--- config.mk ---
export PLATFORM = sky130hd
export DESIGN_NAME = pbsr_regs
export DESIGN_NICKNAME = d
export VERILOG_FILES = /design/src/hdl/pbsr_regs.v
export VERILOG_INCLUDE_DIRS = /design/src /design/src/hdl
export SDC_FILE = /design/constraint.sdc
export NUM_CORES = 1
export LEC_CHECK = 0
export ABC_AREA = 1
export ABC_CLOCK_PERIOD_IN_PS = 6960
export BUFFER_PORTS_ARGS = -buffer_cell sky130_fd_sc_hd__clkbuf_2
export CAP_MARGIN = 40
export CORE_MARGIN = 5
export CORE_UTILIZATION = 25
export CTS_BUF_LIST = sky130_fd_sc_hd__clkbuf_8
export DETAILED_ROUTE_END_ITERATION = 8
export SYNTH_ARGS = -nofsm -noshare
export SYNTH_HDL_FRONTEND = slang
export SYNTH_SLANG_ARGS = --single-unit
--- constraint.sdc ---
create_clock -name core_clk -period 6.96 [get_ports core_clk]
set_clock_uncertainty 0.15 [all_clocks]
set_input_delay 0.696 -clock core_clk [delete_from_list [all_inputs] [get_ports core_clk]]
set_output_delay 0.696 -clock core_clk [all_outputs]
set_load 0.01 [all_outputs]
--- src/hdl/pbsr_map.vh ---
`ifndef PBSR_MAP_VH
`define PBSR_MAP_VH
`define PBSR_OFS_CAPABILITY   12'h28C
`define PBSR_OFS_DATA_BASE    12'h300
`define PBSR_DATA_WORDS       10
`define PBSR_OFS_STATUS       12'h328
`define PBSR_OFS_CONTROL      12'h32C
`define PBSR_SA_BIT           0
`define PBSR_MODE_LSB         0
`define PBSR_MODE_MSB         2
`define PBSR_STRAP_LSB        5
`define PBSR_STRAP_MSB        9
`define PBSR_LOCK_LSB         20
`define PBSR_LOCK_MSB         22
`define PBSR_MARKER_LSB       28
`define PBSR_MARKER_MSB       31
`define PBSR_REG_UNLOCK_BIT   3
`define PBSR_DATA_UNLOCK_BIT  4
`define PBSR_LOWLAT_MODE_BIT  1
`define PBSR_RST_MARKER       4'h0
`define PBSR_RST_LOCK         3'h0
`define PBSR_RST_MODE         3'h0
`define PBSR_RST_STRAPS       5'h00
`endif

--- src/hdl/pbsr_regs.v ---
`timescale 1ns/100ps
`default_nettype none
`include "pbsr_map.vh"

// Summary of operation
// - bit 0 of the capability register is a sticky lockable flag saying the device power is already in the system budget.
// - ten sticky 32-bit data words, indices 0 to 9, sit from the base offset with undefined reset contents.
// - the data words can always be read, but written only while the data unlock bit is set.
// - with the data unlock bit clear, writes to the data words are dropped and contents stay unchanged.
// - status bits 2:0 show the operating mode latched from the mode pins, values above 3 reserved.
// - in either lower-latency mode a different elastic FIFO initial value is used, saving 8 ns.
// - five straps captured during fundamental reset appear as read-only status bits 5 to 9.
// - status bits 22:20 report the upstream lock state, reset to zero.
// - status bits 31:28 are a sticky lockable marker, reset to zero and unchanged by hot reset.
// - bit 4 of switch control is the sticky lockable data unlock bit governing data word writes.
// - lockable fields are read-only while bit 3 of switch control is clear, and that bit is set during any reset.
module pbsr_regs #(
   parameter             EFIFO_W         = 4,
   parameter [EFIFO_W-1:0] EFIFO_NORMAL_IV = 4'h4,
   parameter [EFIFO_W-1:0] EFIFO_LOWLAT_IV = 4'h2
) (
   input  wire                core_clk,
   input  wire                reset,
   input  wire                hot_reset,
   input  wire                cfg_wr,
   input  wire                cfg_rd,
   input  wire [11:0]         cfg_addr,
   input  wire [31:0]         cfg_wdata,
   output reg  [31:0]         cfg_rdata,
   output reg                 cfg_ack,
   input  wire [2:0]          mode_pins,
   input  wire                downstream_common_clock_strap,
   input  wire                upstream_common_clock_strap,
   input  wire                master_serial_slow_strap,
   input  wire                reference_clock_mode_strap,
   input  wire                reset_halt_strap,
   input  wire [2:0]          upstream_lock_state,
   output reg                 system_allocated_flag,
   output reg                 budget_data_unlock,
   output reg                 global_register_unlock,
   output reg  [EFIFO_W-1:0]  elastic_fifo_initial_value
);

   reg  [7:0]         pins_s1_q;
   reg  [7:0]         pins_s2_q;
   reg  [2:0]         mode_q;
   reg  [2:0]         mode_d;
   reg  [4:0]         straps_q;
   reg  [4:0]         straps_d;
   reg  [2:0]         lock_q;
   reg  [2:0]         lock_d;
   reg  [3:0]         marker_q;
   reg  [3:0]         marker_d;
   reg                sa_d;
   reg                reg_unlock_d;
   reg                data_unlock_d;
   reg  [EFIFO_W-1:0] efifo_d;
   reg                ack_d;
   reg  [31:0]        rdata_d;
   reg  [31:0]        data_q [0:`PBSR_DATA_WORDS-1];
   reg  [31:0]        rd_d;
   reg  [11:0]        data_ofs;
   reg  [3:0]         data_idx;
   reg                data_hit;
   reg                wr_taken;
   reg                lockable_wr;
   reg                data_wr;
   integer            i;

   // word index of an address inside the data window
   function [3:0] word_idx;
      input [11:0] ofs;
      begin
         word_idx = ofs[5:2];
      end
   endfunction

   // exact match of one register offset
   function reg_hit;
      input [11:0] addr;
      input [11:0] ofs;
      begin
         reg_hit = (addr == ofs);
      end
   endfunction

   always @* begin
      data_ofs    = cfg_addr - `PBSR_OFS_DATA_BASE;
      data_idx    = word_idx(data_ofs);
      data_hit    = (cfg_addr >= `PBSR_OFS_DATA_BASE) && (data_ofs[11:6] == 6'h00)
                    && (data_ofs[1:0] == 2'h0) && (data_idx < `PBSR_DATA_WORDS);
      wr_taken    = cfg_wr & ~reset & ~hot_reset;
      // lockable fields only move while the global unlock is set
      lockable_wr = wr_taken & global_register_unlock;
      data_wr     = lockable_wr & budget_data_unlock & data_hit;
   end

   // pins cross into the core domain
   always @(posedge core_clk) begin
      pins_s1_q <= {mode_pins, downstream_common_clock_strap, upstream_common_clock_strap,
                    master_serial_slow_strap, reference_clock_mode_strap, reset_halt_strap};
      pins_s2_q <= pins_s1_q;
   end

   // straps and mode follow the pins while fundamental reset is held
   always @* begin
      if (reset) begin
         mode_d   = pins_s2_q[7:5];
         straps_d = {pins_s2_q[0], pins_s2_q[1], pins_s2_q[2], pins_s2_q[3], pins_s2_q[4]};
      end else begin
         mode_d   = mode_q;
         straps_d = straps_q;
      end
   end

   always @(posedge core_clk) begin
      mode_q   <= mode_d;
      straps_q <= straps_d;
   end

   always @* begin
      if (reset || hot_reset)
         lock_d = `PBSR_RST_LOCK;
      else
         lock_d = upstream_lock_state;
   end

   always @(posedge core_clk) begin
      lock_q <= lock_d;
   end

   // next values of the unlock bits, the flag and the marker
   always @* begin
      reg_unlock_d  = global_register_unlock;
      data_unlock_d = budget_data_unlock;
      sa_d          = system_allocated_flag;
      marker_d      = marker_q;
      if (reset) begin
         reg_unlock_d  = 1'h1;
         data_unlock_d = 1'h0;
         sa_d          = 1'h0;
         marker_d      = `PBSR_RST_MARKER;
      end else if (hot_reset) begin
         // sticky fields ride through a hot reset
         reg_unlock_d  = 1'h1;
      end else if (wr_taken) begin
         if (reg_hit(cfg_addr, `PBSR_OFS_CONTROL)) begin
            reg_unlock_d = cfg_wdata[`PBSR_REG_UNLOCK_BIT];
            if (lockable_wr)
               data_unlock_d = cfg_wdata[`PBSR_DATA_UNLOCK_BIT];
         end
         if (lockable_wr && reg_hit(cfg_addr, `PBSR_OFS_CAPABILITY))
            sa_d = cfg_wdata[`PBSR_SA_BIT];
         if (lockable_wr && reg_hit(cfg_addr, `PBSR_OFS_STATUS))
            marker_d = cfg_wdata[`PBSR_MARKER_MSB:`PBSR_MARKER_LSB];
      end
   end

   always @(posedge core_clk) begin
      global_register_unlock <= reg_unlock_d;
      budget_data_unlock     <= data_unlock_d;
      system_allocated_flag  <= sa_d;
      marker_q               <= marker_d;
   end

   // data words are sticky and have no reset
   always @(posedge core_clk) begin
      for (i = 0; i < `PBSR_DATA_WORDS; i = i + 1) begin
         if (data_wr && data_idx == i)
            data_q[i] <= cfg_wdata;
      end
   end

   // either lower-latency mode picks the shorter fill level
   always @* begin
      if (reset)
         efifo_d = EFIFO_NORMAL_IV;
      else if (mode_q[`PBSR_LOWLAT_MODE_BIT])
         efifo_d = EFIFO_LOWLAT_IV;
      else
         efifo_d = EFIFO_NORMAL_IV;
   end

   always @(posedge core_clk) begin
      elastic_fifo_initial_value <= efifo_d;
   end

   // reserved and unmapped space reads as zero
   always @* begin
      rd_d = 32'h00000000;
      if (reg_hit(cfg_addr, `PBSR_OFS_CAPABILITY))
         rd_d[`PBSR_SA_BIT] = system_allocated_flag;
      else if (reg_hit(cfg_addr, `PBSR_OFS_STATUS)) begin
         rd_d[`PBSR_MODE_MSB:`PBSR_MODE_LSB]     = mode_q;
         rd_d[`PBSR_STRAP_MSB:`PBSR_STRAP_LSB]   = straps_q;
         rd_d[`PBSR_LOCK_MSB:`PBSR_LOCK_LSB]     = lock_q;
         rd_d[`PBSR_MARKER_MSB:`PBSR_MARKER_LSB] = marker_q;
      end else if (reg_hit(cfg_addr, `PBSR_OFS_CONTROL)) begin
         rd_d[`PBSR_REG_UNLOCK_BIT]  = global_register_unlock;
         rd_d[`PBSR_DATA_UNLOCK_BIT] = budget_data_unlock;
      end else if (data_hit)
         rd_d = data_q[data_idx];
   end

   // read data only rides with its own ack
   always @* begin
      if (reset) begin
         ack_d   = 1'h0;
         rdata_d = 32'h00000000;
      end else begin
         ack_d   = cfg_rd | cfg_wr;
         rdata_d = cfg_rd ? rd_d : 32'h00000000;
      end
   end

   always @(posedge core_clk) begin
      cfg_ack   <= ack_d;
      cfg_rdata <= rdata_d;
   end

endmodule
`default_nettype wire
# --- After elaboration in Yosys (flattened, before gate mapping) ---
# Memory sizes are Yosys's and may differ from the RTL's.
# Cells that the tools add are included.
# Widths: inputs -> output; s select.
word_totals:
  rom_bits: 0
  wordCells: 135
  out_inout_bits: 40
  input_bits: 60
  mem_count: 1
  mem_bits_rw: 320
  register_bits: 71
  latch_bits: 0
memory_table:
  columns: ["memory", "words", "width", "rd", "rd_ports_with_merged_regs", "write_ports", "line_no", "rtl"]
  rows:
  - ["data_q", 10, 32, 1, 0, 1, "pbsr_regs.v:60", "reg [31:0] data_q [0:`PBSR_DATA_WORDS-1];"]
classes:
  n_eq_ne: 12
  shifts: 0
  magnitude_cmp: 2
  muxes: 57
  n_reduce_logical: 37
  bitwise: 10
  n_mul: 0
  div_mod_pow: 0
  n_addsub: 1
op_table:
  columns: ["operator", "count"]
  rows:
  - ["$mux 32", 10]
  - ["$reduce_or 32->1", 9]
  - ["$mux 4", 10]
  - ["$eq 12x10->1 const B", 3]
  - ["$mux 1", 30]
  - ["$mux 27", 1]
  - ["$eq 4x3->1 const B", 4]
  - ["$logic_and 1x1->1", 15]
  - ["$ge 12x10->1 const B", 1]
  - ["$mux 3", 4]
  - ["$sub 12x10->12 const B", 1]
  - ["$eq 4x2->1 const B", 2]
  - ["$eq 4x4->1 const B", 2]
  - ["$logic_not 6->1", 1]
  - ["$reduce_and 3->1", 2]
  - ["$reduce_or 6->1", 1]
  - ["$and 1x1->1", 5]
  - ["$mux 5", 1]
  - ["$eq 4x1->1 const B", 1]
  - ["$logic_not 4->1", 1]
  - ["$lt 4x4->1 const B", 1]
  - ["$not 1->1", 4]
  - ["$reduce_and 4->1", 1]
  - ["$reduce_or 2->1", 2]
  - ["7 further kinds", 7]

# --- Depth between registers and ports, before layout ---
# Gate-level depths: netlist of run 1.
depth:
  word_depth: 19
  mapped_depth: 12
  mapped_depth_nobuf: 10

# --- Least setup slack after synthesis of run 1 ---
# No wires, ideal clock.
synth_path:
  kind: "input -> register"
  start: "input port cfg_addr[3]"
  end: "memory data_q[0][0], enable pin"
  setup_slack_ps: 3481
  t_arrival_ps: 2908
  path_buffers: 1
  required_time_ps: 6389
  setup_time_ps: 421
  path_stages: 8
  path_cell_list: "buf_6 -> o21ai_1 -> nand2_1 -> nor2_2 -> inv_2 -> nor3_2 -> nand2_1 -> nor2_1"
synth_via:
  elab_chain_len: 19
  word_cells_on_any_way: 75
  cone_classes: "add/sub (1); order compare (2); eq/ne (9); mux (38); bitwise (1); reduce/logical (24)"
synth_rtl:
  columns: ["item", "line_no", "rtl"]
  rows:
  - ["from (decl)", "pbsr_regs.v:27", "input wire [11:0] cfg_addr,"]
  - ["branches (longest 19 deep; another with $sub 12x10->12)", null, null]
  - ["to (decl)", "pbsr_regs.v:60", null]
# Parallel ways; which one is timed is not known.

# --- Worst setup path after layout of run 1 ---
layout_path:
  start: "input port cfg_addr[5]"
  end: "memory data_q[8][27], enable pin"
# The elaborated chain is that of the path after synthesis.

==> flow_results.xml, run 1 <==
<?xml version="1.0" encoding="UTF-8"?>
<metrics>
  <group name="status">
    <metric name="status" unit="">finished clean</metric>
  </group>
  <group name="worst_setup_path">
    <metric name="rr_startpoint" unit="">global_register_unlock</metric>
    <metric name="worstRegToRegCells" unit="">7</metric>
    <metric name="startpoint" unit="">cfg_addr[5]</metric>
    <metric name="worstPathArrival" unit="ns">3.65</metric>
    <metric name="crit_reg_reg_endpoint" unit="">data_q[8][27]</metric>
    <metric name="minimum_setup_slack_among_reg_to_reg_paths" unit="ns">4.14</metric>
    <metric name="timing_worst_setup_path_type" unit="">primary input to flop</metric>
    <metric name="timing.critical_path.cells" unit="">clkbuf_2, o21ai_1, nand2_1, nor2_2, inv_2, nor3_2, nand2_1, nor2_4, buf_16</metric>
    <metric name="cpPeakStageDelay" unit="ns">0.56</metric>
    <metric name="worstPathMaxFanout" unit="">21</metric>
    <metric name="slowest_stage" unit="">nor2_4</metric>
    <metric name="timing.critical_path.to_type" unit="">flop</metric>
    <metric name="worst-endpoint-required" unit="ns">7.15</metric>
    <metric name="critical_path.startpoint_type" unit="">primary input</metric>
    <metric name="crit_path_end" unit="">data_q[8][27]</metric>
    <metric name="critPathMostFrequentCell" unit="">nand2_1</metric>
  </group>
  <group name="routing">
    <metric name="route.vias.total" unit="">9187</metric>
    <metric name="residual_drc" unit="">0</metric>
    <metric name="postRouteWirelength" unit="um">38600</metric>
    <metric name="wl_per_cell" unit="um">17.9</metric>
    <metric name="ant_nets" unit="">0</metric>
    <metric name="first_pass_iters" unit="">5</metric>
    <metric name="detail_route.vias_per_cell" unit="">4.27</metric>
    <metric name="initial_drc_count" unit="">807</metric>
  </group>
  <group name="timing">
    <metric name="setup_tns" unit="ns">0</metric>
    <metric name="worst_slew_margin_rel" unit="">0.416</metric>
    <metric name="hold_violations" unit="">0</metric>
    <metric name="final.period_utilization" unit="">0.498</metric>
    <metric name="worstMarginPinSlew" unit="ns">0.873</metric>
    <metric name="fmaxAchievable" unit="MHz">289</metric>
    <metric name="period_needed" unit="ns">3.46</metric>
    <metric name="rsz_0062_raised_after_global_routing" unit="">no</metric>
    <metric name="final-max-slew-violation-count" unit="">0</metric>
    <metric name="setup_violations" unit="">0</metric>
  </group>
  <group name="power_and_ir_drop">
    <metric name="switching_part_of_the_total_power" unit="">0.219</metric>
    <metric name="intPower" unit="mW">3.74</metric>
    <metric name="power_per_cell_area" unit="nW/um^2">272</metric>
    <metric name="power_frac_seq" unit="">0.529</metric>
    <metric name="leakagePower" unit="nW">6.55</metric>
    <metric name="combPwrFrac" unit="">0.043</metric>
    <metric name="power.ir.vdd_worst" unit="mV">0.133</metric>
    <metric name="net-switching-power" unit="mW">1.05</metric>
    <metric name="clock_power_share" unit="">0.428</metric>
  </group>
  <group name="placement">
    <metric name="place_inst" unit="">2040</metric>
    <metric name="finalWeightedCongestion" unit="">0.843</metric>
    <metric name="dpl.hpwl" unit="um">25500</metric>
    <metric name="placement.io_buffers" unit="">97</metric>
  </group>
  <group name="logic_synthesis">
    <metric name="synth.yosys.warnings" unit="">0</metric>
    <metric name="synthMuxAreaShare" unit="">0</metric>
    <metric name="netlist_area" unit="sq um">14700</metric>
    <metric name="postSynth.asyncResetShare" unit="">0</metric>
    <metric name="synth.area.top_cells" unit="">edfxtp_1, dfxtp_1, nand2_1</metric>
    <metric name="syn_area_per_cell" unit="sq um">12.1</metric>
    <metric name="synth-compound-area-share" unit="">0.0370</metric>
    <metric name="ys_seq_area_frac" unit="">0.755</metric>
    <metric name="synthSimpleGateAreaFrac" unit="">0.177</metric>
    <metric name="synth_edf_count" unit="">328</metric>
    <metric name="synth_top_cell_area_share" unit="">0.672</metric>
    <metric name="synth.distinct_cells" unit="">33</metric>
    <metric name="synth-adder-area-share" unit="">0</metric>
    <metric name="synthXorXnorAreaFrac" unit="">0</metric>
    <metric name="number_of_cells_produced_by_synthesis" unit="">1209</metric>
    <metric name="yosys.area.top_type" unit="">edfxtp_1</metric>
    <metric name="synthTopCellsByCount" unit="">edfxtp_1, nand2_1, nor2_1</metric>
    <metric name="synth_top_flop_cell" unit="">edfxtp_1</metric>
    <metric name="synth.most_common_cell" unit="">edfxtp_1</metric>
    <metric name="synth_seq_cells" unit="">389</metric>
    <metric name="dominant_combinational_cell_family_by_area_after_synthesis" unit="">simple AND/OR/NAND/NOR gates</metric>
  </group>
  <group name="layout">
    <metric name="layout-drive-gt1-share" unit="">0.175</metric>
    <metric name="design.final.nets" unit="">1397</metric>
    <metric name="multiInputGateArea" unit="sq um">3220</metric>
    <metric name="ff_latch_area" unit="sq um">11100</metric>
    <metric name="fin_cells" unit="">2153</metric>
    <metric name="synthToLayoutAreaGrowth" unit="%">20.1</metric>
    <metric name="nFillCells" unit="">5888</metric>
  </group>
  <group name="cts">
    <metric name="clk_transition_reported_paths" unit="ns">0.06</metric>
    <metric name="clk_path_buf_depth" unit="">3</metric>
    <metric name="cts_inserted_buffers" unit="">57</metric>
    <metric name="cts_setup_buffers" unit="">0</metric>
    <metric name="cts.htree.levels" unit="">2</metric>
    <metric name="cts_root_buffer" unit="">clkbuf_8</metric>
    <metric name="cts_sinks" unit="">389</metric>
    <metric name="worst_skew_pair.late_latency" unit="ns">0.63</metric>
    <metric name="tritoncts" unit="">yes</metric>
  </group>
  <group name="floorplanning">
    <metric name="core_region_area" unit="sq um">57900</metric>
    <metric name="floorplan.io_pins" unit="">100</metric>
    <metric name="die_x" unit="um">252</metric>
    <metric name="die_area" unit="sq um">63600</metric>
    <metric name="die_height" unit="um">252</metric>
    <metric name="initial_core_util" unit="">0.253</metric>
    <metric name="std_cell_rows" unit="">88</metric>
  </group>
  <group name="global_route">
    <metric name="grt_start_max_net_pins" unit="">48</metric>
    <metric name="overflow" unit="">0</metric>
    <metric name="global_route.usage.total" unit="">0.118</metric>
    <metric name="wire_length_of_the_first_global_routing_pass" unit="um">57900</metric>
    <metric name="vias_in_the_first_global_route" unit="">9247</metric>
    <metric name="number_of_antenna_violations_at_the_first_check_in_global_routing" unit="">0</metric>
  </group>
  <group name="hold_path">
    <metric name="timing.hold.worst.class" unit="">primary input to flop</metric>
  </group>
  <group name="run">
    <metric name="max-cap-violations" unit="">0</metric>
  </group>
</metrics>
final cells by class:
type	instances	share of cell area
flip-flops and latches	389	0.628
multi-input cells	721	0.183
clock buffers	78	0.0609
well taps	765	0.0543
repair buffers	116	0.0477
clock inverters	30	0.0143
inverters	52	0.0112
diodes	2	0.000284
per-stage QoR:
step,hold slack (ns),total power [mW],setup slack [ns],utilization,instance area (sq um)
floorplan,0.160,2.69,3.48,-,14700
global placement,0.163,2.79,2.82,0.276,16000
detailed placement,0.163,2.79,2.89,0.281,16300
CTS,0.00379,4.83,3.56,0.304,17600
global route,0.0104,4.97,3.39,0.304,17600
finish,0.0452,4.79,3.50,0.304,17600
cell usage in the layout (no fill, tap or decap), types with 16 or more instances in the layout:
| cell | count |
|---|---|
| dfxtp_1 | 61 |
| nand3_1 | 31 |
| nor2_1 | 238 |
| inv_1 | 60 |
| clkbuf_8 | 78 |
| nor2_4 | 16 |
| a22oi_1 | 30 |
| edfxtp_1 | 328 |
| clkbuf_2 | 97 |
| nand2_1 | 306 |
| nand4_1 | 22 |
| a21oi_1 | 22 |
metal layers:
layer	part of all wire	global-route usage
met2	0.43	0.177
met1	0.46	0.170
met3	0.089	0.0345
met5	0	0
met4	0.019	0.0293
worst max-delay path: cells and delay by family:
family                 cells  cell delay (ns)
and+or+nand+nor            5             1.98
buffers and inverters      3             0.74
AOI/OAI and AO/OA          1             0.20
power by group through the flow:
stage / clock network (mW) / logic [mW] / registers (mW)
after floorplan: 0 / 0.109 / 2.58
after global placement: 0 / 0.202 / 2.58
after detailed placement: 0 / 0.206 / 2.58
after CTS: 2.09 / 0.208 / 2.53
after global routing: 2.20 / 0.229 / 2.53
final: 2.05 / 0.206 / 2.53
logic make-up (layout without fill, tap and decap cells):
group | count (synthesis) | after routing
AOI/OAI and AO/OA | 85 | 85
DFF | 389 | 389
other | 1 | 4
buffers and inverters | 100 | 276
and+or+nand+nor | 634 | 634
state kept, by name, indices dropped and copies added (netlist names):
name                        cells
data_q                        320
cfg_rdata                      32
pins_s1_q                       8
pins_s2_q                       8
straps_q                        5
marker_q                        4
lock_q                          3
mode_q                          3
elastic_fifo_initial_value      2
budget_data_unlock              1
cfg_ack                         1
global_register_unlock          1
system_allocated_flag           1
repair_timing:
action / in CTS / in global routing
resized for setup: 0 / 0
hold buffers: 3 / 0
endpoints found under the hold margin: 3 / 0
worst min path at each step:
stage / cells after the start / end / from / slack, ns
4_1_cts: 1 / pins_s1_q[1] / reference_clock_mode_strap / 0.004
3_3_place_gp: 0 / pins_s2_q[0] / pins_s1_q[0] / 0.16
6_report: 1 / pins_s1_q[1] / reference_clock_mode_strap / 0.05
3_5_place_dp: 0 / pins_s2_q[1] / pins_s1_q[1] / 0.16
2_1_floorplan: 0 / pins_s2_q[0] / pins_s1_q[0] / 0.16
5_1_grt: 1 / pins_s1_q[6] / mode_pins[1] / 0.01
Note: power is estimated with default switching activity, not from simulation.
==> run 2: changes to the inputs <==
--- a/config.mk
+++ b/config.mk
@@ -7,7 +7,7 @@
 export NUM_CORES = 1
 export LEC_CHECK = 0
 export ABC_AREA = 1
-export ABC_CLOCK_PERIOD_IN_PS = 6960
+export ABC_CLOCK_PERIOD_IN_PS = 3260
 export BUFFER_PORTS_ARGS = -buffer_cell sky130_fd_sc_hd__clkbuf_2
 export CAP_MARGIN = 40
 export CORE_MARGIN = 5
==> constraint.sdc (replaced) <==
create_clock -name core_clk -period 3.26 [get_ports core_clk]
set_clock_uncertainty 0.15 [all_clocks]
set_input_delay 0.326 -clock core_clk [delete_from_list [all_inputs] [get_ports core_clk]]
set_output_delay 0.326 -clock core_clk [all_outputs]
set_load 0.01 [all_outputs]
==> run 2 against run 1 <==
Against the previous run:
- combinational power rose by 140%
- cell count rose by 3.3%
- clock power rose by 90%
- count of clock-buffer cells in the layout fell by 13
- sequential power rose by 110%
- register-to-register slack got worse by 3.4 ns
- non-clock buffer count rose by 69
- core utilization rose by 0.49 points
- worst setup slack got worse by 3.0 ns
- total power rose by 110%
- flip-flop and latch count did not move
- wire length rose by 1.9%
- critical path type unchanged
- largest cell class unchanged
==> flow_results.xml, run 2 (same netlist as run 1, synthesis figures left out) <==
<?xml version="1.0" encoding="UTF-8"?>
<metrics>
  <group name="status">
    <metric name="status" unit="">finished clean</metric>
  </group>
  <group name="power_and_ir_drop">
    <metric name="power.ir.vdd_worst" unit="mV">0.284</metric>
    <metric name="power_per_cell_area" unit="nW/um^2">548</metric>
    <metric name="leakagePower" unit="nW">6.75</metric>
  </group>
  <group name="layout">
    <metric name="synthToLayoutAreaGrowth" unit="%">22.1</metric>
    <metric name="layout-drive-gt1-share" unit="">0.169</metric>
    <metric name="biggest_register" unit="">data_q</metric>
    <metric name="design.final.nets" unit="">1468</metric>
    <metric name="nFillCells" unit="">5867</metric>
    <metric name="largest_reg_flops" unit="">320</metric>
    <metric name="fin_cells" unit="">2224</metric>
    <metric name="leading_cell_types_in_the_layout_fill_and_taps_excluded" unit="">edfxtp_1, nand2_1, nor2_1</metric>
    <metric name="layout_top_registers" unit="">data_q: 320 flops, cfg_rdata: 32 flops</metric>
    <metric name="finish.utilization" unit="">0.309</metric>
    <metric name="final_common_cell" unit="">edfxtp_1</metric>
  </group>
  <group name="worst_setup_path">
    <metric name="slowest_stage" unit="">dlygate4sd3_1</metric>
    <metric name="timing_worst_setup_path_type" unit="">primary input to flop</metric>
    <metric name="critical_path.startpoint_type" unit="">primary input</metric>
    <metric name="worstPathMaxFanout" unit="">24</metric>
    <metric name="worstPathArrival" unit="ns">2.84</metric>
    <metric name="critPathBufInv" unit="">4</metric>
    <metric name="cpPeakStageDelay" unit="ns">0.54</metric>
    <metric name="timing.critical_path.to_type" unit="">flop</metric>
    <metric name="worst-endpoint-required" unit="ns">3.38</metric>
    <metric name="timing.critical_path.cells" unit="">dlygate4sd3_1, clkbuf_2, nor2_1, nand2_1, nor2_1, inv_1, nor3_2, nand2_1, nor2_4, buf_4</metric>
    <metric name="cpLargestDelayFamily" unit="">simple AND/OR/NAND/NOR gates</metric>
  </group>
  <group name="floorplanning">
    <metric name="initial_core_util" unit="">0.253</metric>
    <metric name="die_height" unit="um">252</metric>
    <metric name="floorplan.io_pins" unit="">100</metric>
    <metric name="die_x" unit="um">252</metric>
    <metric name="core_region_area" unit="sq um">57900</metric>
    <metric name="die_area" unit="sq um">63600</metric>
    <metric name="std_cell_rows" unit="">88</metric>
  </group>
  <group name="cts">
    <metric name="cts_repair_resize_count" unit="">0</metric>
    <metric name="tritoncts" unit="">yes</metric>
    <metric name="worst_skew_pair.late_latency" unit="ns">0.64</metric>
    <metric name="clk_path_buf_depth" unit="">3</metric>
    <metric name="clk_transition_reported_paths" unit="ns">0.06</metric>
    <metric name="cts_sinks" unit="">389</metric>
    <metric name="cts.htree.levels" unit="">2</metric>
    <metric name="cts_root_buffer" unit="">clkbuf_8</metric>
    <metric name="cts_inserted_buffers" unit="">59</metric>
  </group>
  <group name="global_route">
    <metric name="grt_start_max_net_pins" unit="">48</metric>
    <metric name="number_of_antenna_violations_at_the_first_check_in_global_routing" unit="">1</metric>
    <metric name="global_route.usage.total" unit="">0.120</metric>
    <metric name="wire_length_of_the_first_global_routing_pass" unit="um">59000</metric>
    <metric name="overflow" unit="">0</metric>
    <metric name="vias_in_the_first_global_route" unit="">9604</metric>
  </group>
  <group name="timing">
    <metric name="final.period_utilization" unit="">0.834</metric>
    <metric name="worst_slew_margin_rel" unit="">0.537</metric>
    <metric name="fin_ws" unit="ns">0.541</metric>
    <metric name="hold_violations" unit="">0</metric>
    <metric name="final-max-slew-violation-count" unit="">0</metric>
    <metric name="fin_hold_ws" unit="ns">0.0494</metric>
    <metric name="period_needed" unit="ns">2.72</metric>
    <metric name="fmaxAchievable" unit="MHz">368</metric>
    <metric name="rsz_0062_raised_after_global_routing" unit="">no</metric>
    <metric name="setup_violations" unit="">0</metric>
    <metric name="setup_tns" unit="ns">0</metric>
    <metric name="worstMarginPinSlew" unit="ns">0.691</metric>
  </group>
  <group name="placement">
    <metric name="dpl_worst_slack" unit="ns">0.410</metric>
    <metric name="place_inst" unit="">2061</metric>
    <metric name="dpl.hpwl" unit="um">25800</metric>
    <metric name="finalWeightedCongestion" unit="">0.840</metric>
    <metric name="placement.io_buffers" unit="">97</metric>
  </group>
  <group name="routing">
    <metric name="first_pass_iters" unit="">5</metric>
    <metric name="detail_route.vias_per_cell" unit="">4.26</metric>
    <metric name="postRouteWirelength" unit="um">39300</metric>
    <metric name="initial_drc_count" unit="">748</metric>
    <metric name="ant_nets" unit="">0</metric>
    <metric name="wl_per_cell" unit="um">17.7</metric>
    <metric name="residual_drc" unit="">0</metric>
    <metric name="route.vias.total" unit="">9474</metric>
  </group>
  <group name="hold_path">
    <metric name="timing.hold.worst.class" unit="">primary input to flop</metric>
  </group>
  <group name="run">
    <metric name="max-cap-violations" unit="">0</metric>
  </group>
</metrics>
## run 2: cell count changes in the layout (fill, tap and decap cells not counted), moves of 2 or more
cell / previous run / this run
inv_1: 60 / 70
bufinv_16: 4 / 2
clkinv_2: 8 / 4
dlygate4sd3_1: 3 / 51
clkbuf_8: 78 / 65
clkinv_1: 0 / 10
buf_16: 9 / 0
inv_8: 0 / 2
buf_4: 5 / 35
## run 2: final cells by class
| class | instances | area (sq um) | share of cell area |
|---|---|---|---|
| Inverter | 52 | 198 | 0.0110 |
| Sequential cell | 389 | 11100 | 0.618 |
| Antenna cell | 1 | 2.50 | 0.000140 |
| Multi-Input combinational cell | 721 | 3220 | 0.180 |
| Timing Repair Buffer | 185 | 1300 | 0.0725 |
| Clock inverter | 46 | 262 | 0.0146 |
| Tap cell | 765 | 957 | 0.0535 |
| Clock buffer | 65 | 895 | 0.0500 |
## run 2: worst reg2reg max path, delay by kind of cell, from the launching register on
family | cells | cell delay (ns)
and+or+nand+nor | 4 | 1.13
buffers and inverters | 3 | 0.53
DFF | 1 | 0.41
## run 2: final timing paths
path | startpoint | endpoint | slack (ns) | cells after the start
min | cfg_addr[0] | cfg_rdata[4] | 0.05 | 6
max | reset | data_q[0][8] | 0.54 | 10
min reg2reg | pins_s1_q[4] | pins_s2_q[4] | 0.19 | 0
max reg2reg | global_register_unlock | data_q[0][8] | 0.70 | 7
## run 2: power breakdown
part	internal (mW)	total [mW]	switching, mW
sequential	5.40	5.41	0.00655
clock	2.01	3.90	1.89
combinational	0.160	0.504	0.345
## run 2: timing repair
action                                 in CTS  in global routing
buffers inserted                            0                  0
endpoints found under the hold margin     335                  0
hold buffers                               51                  0
## run 2: per-stage QoR
stage	instance area (sq um)	total power, mW
4_1_cts	17900	9.92
2_1_floorplan	14700	5.75
5_1_grt	17900	10.2
3_5_place_dp	16200	5.97
6_report	17900	9.82
3_3_place_gp	16200	5.97
## run 2: layer usage
layer / up-vias / routed length, um / GRT usage
met5: - / 156 / 0.0173
met4: 2 / 547 / 0.0256
met3: 54 / 3470 / 0.0367
met2: 350 / 18300 / 0.196
met1: 4552 / 16800 / 0.158
li1: 4516 / - / -
==> run 3: changes to the inputs <==
--- a/config.mk
+++ b/config.mk
@@ -7,7 +7,7 @@
 export NUM_CORES = 1
 export LEC_CHECK = 0
 export ABC_AREA = 1
-export ABC_CLOCK_PERIOD_IN_PS = 3260
+export ABC_CLOCK_PERIOD_IN_PS = 2500
 export BUFFER_PORTS_ARGS = -buffer_cell sky130_fd_sc_hd__clkbuf_2
 export CAP_MARGIN = 40
 export CORE_MARGIN = 5
==> constraint.sdc (replaced) <==
create_clock -name core_clk -period 2.5 [get_ports core_clk]
set_clock_uncertainty 0.15 [all_clocks]
set_input_delay 0.25 -clock core_clk [delete_from_list [all_inputs] [get_ports core_clk]]
set_output_delay 0.25 -clock core_clk [all_outputs]
set_load 0.01 [all_outputs]
==> run 3 against run 2 <==
Against the previous run:
- worst hold slack about the same
- register-to-register slack worse by 0.41 ns
- critical path depth unchanged
- sequential share of layout area down 1.2 points
- via count up 0.70%
- core utilization up 0.64 points
- total power up 35%
- flip-flop and latch count unchanged
- wire length up 0.11%
- clock power up 41%
- first-iteration DRC count up 8.0%
- critical path type unchanged
- largest power group unchanged
==> flow_results.xml, run 3 (same netlist as run 1, synthesis figures left out) <==
<?xml version="1.0" encoding="UTF-8"?>
<metrics>
  <group name="timing">
    <metric name="final.period_utilization" unit="">0.898</metric>
    <metric name="setup_tns" unit="ns">0</metric>
    <metric name="fmaxAchievable" unit="MHz">446</metric>
    <metric name="hold_violations" unit="">0</metric>
    <metric name="worstMarginPinSlew" unit="ns">0.549</metric>
    <metric name="setup_violations" unit="">0</metric>
    <metric name="final-max-slew-violation-count" unit="">0</metric>
    <metric name="worst_slew_margin_rel" unit="">0.634</metric>
    <metric name="rsz_0062_raised_after_global_routing" unit="">no</metric>
    <metric name="fin_ws" unit="ns">0.256</metric>
    <metric name="period_needed" unit="ns">2.24</metric>
  </group>
  <group name="floorplanning">
    <metric name="die_area" unit="sq um">63600</metric>
    <metric name="initial_core_util" unit="">0.253</metric>
    <metric name="std_cell_rows" unit="">88</metric>
    <metric name="die_x" unit="um">252</metric>
    <metric name="core_region_area" unit="sq um">57900</metric>
    <metric name="floorplan.io_pins" unit="">100</metric>
    <metric name="die_height" unit="um">252</metric>
  </group>
  <group name="worst_setup_path">
    <metric name="crit_reg_reg_endpoint" unit="">data_q[0][31]</metric>
    <metric name="timing_worst_setup_path_type" unit="">primary input to flop</metric>
    <metric name="worst-endpoint-required" unit="ns">2.66</metric>
    <metric name="startpoint" unit="">reset</metric>
    <metric name="crit_path_end" unit="">data_q[0][31]</metric>
    <metric name="critical_path.startpoint_type" unit="">primary input</metric>
    <metric name="minimum_setup_slack_among_reg_to_reg_paths" unit="ns">0.29</metric>
    <metric name="timing.critical_path.to_type" unit="">flop</metric>
    <metric name="worstPathArrival" unit="ns">2.40</metric>
    <metric name="rr_startpoint" unit="">global_register_unlock</metric>
    <metric name="worstRegToRegCells" unit="">7</metric>
    <metric name="worstPathMaxFanout" unit="">32</metric>
  </group>
  <group name="global_route">
    <metric name="global_route.usage.total" unit="">0.120</metric>
    <metric name="grt_start_max_net_pins" unit="">38</metric>
    <metric name="vias_in_the_first_global_route" unit="">9523</metric>
    <metric name="number_of_antenna_violations_at_the_first_check_in_global_routing" unit="">3</metric>
    <metric name="overflow" unit="">0</metric>
    <metric name="wire_length_of_the_first_global_routing_pass" unit="um">59000</metric>
  </group>
  <group name="layout">
    <metric name="fin_cells" unit="">2238</metric>
    <metric name="multiInputGateArea" unit="sq um">3230</metric>
    <metric name="leading_cell_types_in_the_layout_fill_and_taps_excluded" unit="">edfxtp_1, nand2_1, nor2_1</metric>
    <metric name="finish.utilization" unit="">0.316</metric>
    <metric name="largest_reg_flops" unit="">320</metric>
    <metric name="nFillCells" unit="">5847</metric>
    <metric name="layout_top_registers" unit="">data_q: 320 flops, cfg_rdata: 32 flops</metric>
    <metric name="design.final.nets" unit="">1479</metric>
    <metric name="biggest_register" unit="">data_q</metric>
    <metric name="synthToLayoutAreaGrowth" unit="%">24.6</metric>
    <metric name="ff_latch_area" unit="sq um">11100</metric>
    <metric name="layout-drive-gt1-share" unit="">0.183</metric>
    <metric name="final_common_cell" unit="">edfxtp_1</metric>
  </group>
  <group name="routing">
    <metric name="initial_drc_count" unit="">808</metric>
    <metric name="wl_per_cell" unit="um">17.6</metric>
    <metric name="route.vias.total" unit="">9540</metric>
    <metric name="postRouteWirelength" unit="um">39300</metric>
    <metric name="ant_nets" unit="">0</metric>
    <metric name="first_pass_iters" unit="">5</metric>
    <metric name="residual_drc" unit="">0</metric>
    <metric name="detail_route.vias_per_cell" unit="">4.26</metric>
  </group>
  <group name="power_and_ir_drop">
    <metric name="leakagePower" unit="nW">6.90</metric>
    <metric name="power_frac_seq" unit="">0.534</metric>
    <metric name="power_per_cell_area" unit="nW/um^2">723</metric>
    <metric name="switching_part_of_the_total_power" unit="">0.226</metric>
    <metric name="clock_power_share" unit="">0.415</metric>
    <metric name="combPwrFrac" unit="">0.051</metric>
    <metric name="intPower" unit="mW">10.2</metric>
    <metric name="totalPowerFinal" unit="mW">13.2</metric>
    <metric name="net-switching-power" unit="mW">2.98</metric>
    <metric name="power.ir.vdd_worst" unit="mV">0.446</metric>
  </group>
  <group name="placement">
    <metric name="dpl.hpwl" unit="um">25600</metric>
    <metric name="placement.io_buffers" unit="">97</metric>
    <metric name="place_inst" unit="">2066</metric>
    <metric name="dpl_worst_slack" unit="ns">0.0259</metric>
    <metric name="finalWeightedCongestion" unit="">0.809</metric>
  </group>
  <group name="cts">
    <metric name="cts_sinks" unit="">389</metric>
    <metric name="cts_root_buffer" unit="">clkbuf_8</metric>
    <metric name="cts.htree.levels" unit="">2</metric>
    <metric name="clk_transition_reported_paths" unit="ns">0.06</metric>
    <metric name="cts_inserted_buffers" unit="">61</metric>
    <metric name="tritoncts" unit="">yes</metric>
    <metric name="clk_path_buf_depth" unit="">3</metric>
    <metric name="cts_setup_buffers" unit="">0</metric>
    <metric name="worst_skew_pair.late_latency" unit="ns">0.64</metric>
  </group>
  <group name="status">
    <metric name="status" unit="">finished clean</metric>
  </group>
  <group name="run">
    <metric name="max-cap-violations" unit="">0</metric>
  </group>
  <group name="hold_path">
    <metric name="hold_start" unit="">cfg_addr[9]</metric>
    <metric name="holdPathStages" unit="">7</metric>
    <metric name="timing.hold.worst.class" unit="">primary input to flop</metric>
  </group>
</metrics>
==> run 3: cell count changes in the layout (fill, tap and decap cells not counted), sizes merged <==
| cell | delta |
|---|---|
| dlygate4sd3 | +4 |
| bufinv | -1 |
| clkinv | -1 |
| clkinvlp | +2 |
| inv | -9 |
| buf | +5 |
| clkbuf | +14 |
==> run 3: final cells by class <==
| class | instances | share of cell area |
|---|---|---|
| Antenna cell | 1 | 0.000137 |
| Clock buffer | 79 | 0.0595 |
| Clock inverter | 37 | 0.0118 |
| Inverter | 52 | 0.0108 |
| Multi-Input combinational cell | 721 | 0.177 |
| Sequential cell | 389 | 0.606 |
| Tap cell | 765 | 0.0524 |
| Timing Repair Buffer | 194 | 0.0829 |
==> run 3: how the worst min path moves through the flow <==
stage	endpoint	slack, ns
6_report	cfg_rdata[0]	0.05
4_1_cts	cfg_rdata[0]	0.04
3_5_place_dp	pins_s2_q[6]	0.16
5_1_grt	cfg_rdata[0]	0.08
2_1_floorplan	pins_s1_q[0]	0.13
3_3_place_gp	pins_s2_q[1]	0.16
==> run 3: worst max-delay path: stages <==
cell	delay, ns
dlygate4sd3_1	0.53
clkbuf_2	0.13
nor2_1	0.13
nand2_1	0.12
nor2_1	0.15
inv_1	0.10
nor3_4	0.31
nand2_1	0.26
nor2_4	0.16
buf_12	0.23
==> run 3: power groups by stage <==
stage / Sequential (mW) / Combinational [mW] / Clock [mW]
3_5_place_dp: 7.19 / 0.604 / 0
3_3_place_gp: 7.19 / 0.593 / 0
4_1_cts: 7.05 / 0.677 / 5.61
2_1_floorplan: 7.19 / 0.306 / 0
5_1_grt: 7.05 / 0.739 / 5.92
6_report: 7.06 / 0.671 / 5.48
==> run 3: timing repair <==
action,in CTS,in global routing
hold endpoints to repair,348,0
setup endpoints to repair,0,17
hold buffers,55,0
gates resized for setup,0,1
==> run 3: routing by layer <==
metal	global-route usage	routed length, um	share of wire	vias up
li1	-	-	-	4541
met3	0.0247	2540	0.065	48
met1	0.162	17300	0.44	4631
met5	0	21	0.00053	-
met2	0.201	19000	0.48	316
met4	0.0279	555	0.014	4
==> run 3: per-stage QoR <==
stage | hold WS [ns] | instance area (sq um)
final | 0.0492 | 18300
after floorplan | 0.128 | 14700
after CTS | 0.0394 | 18300
after global placement | 0.163 | 16400
after detailed placement | 0.164 | 16400
after global routing | 0.0795 | 18300
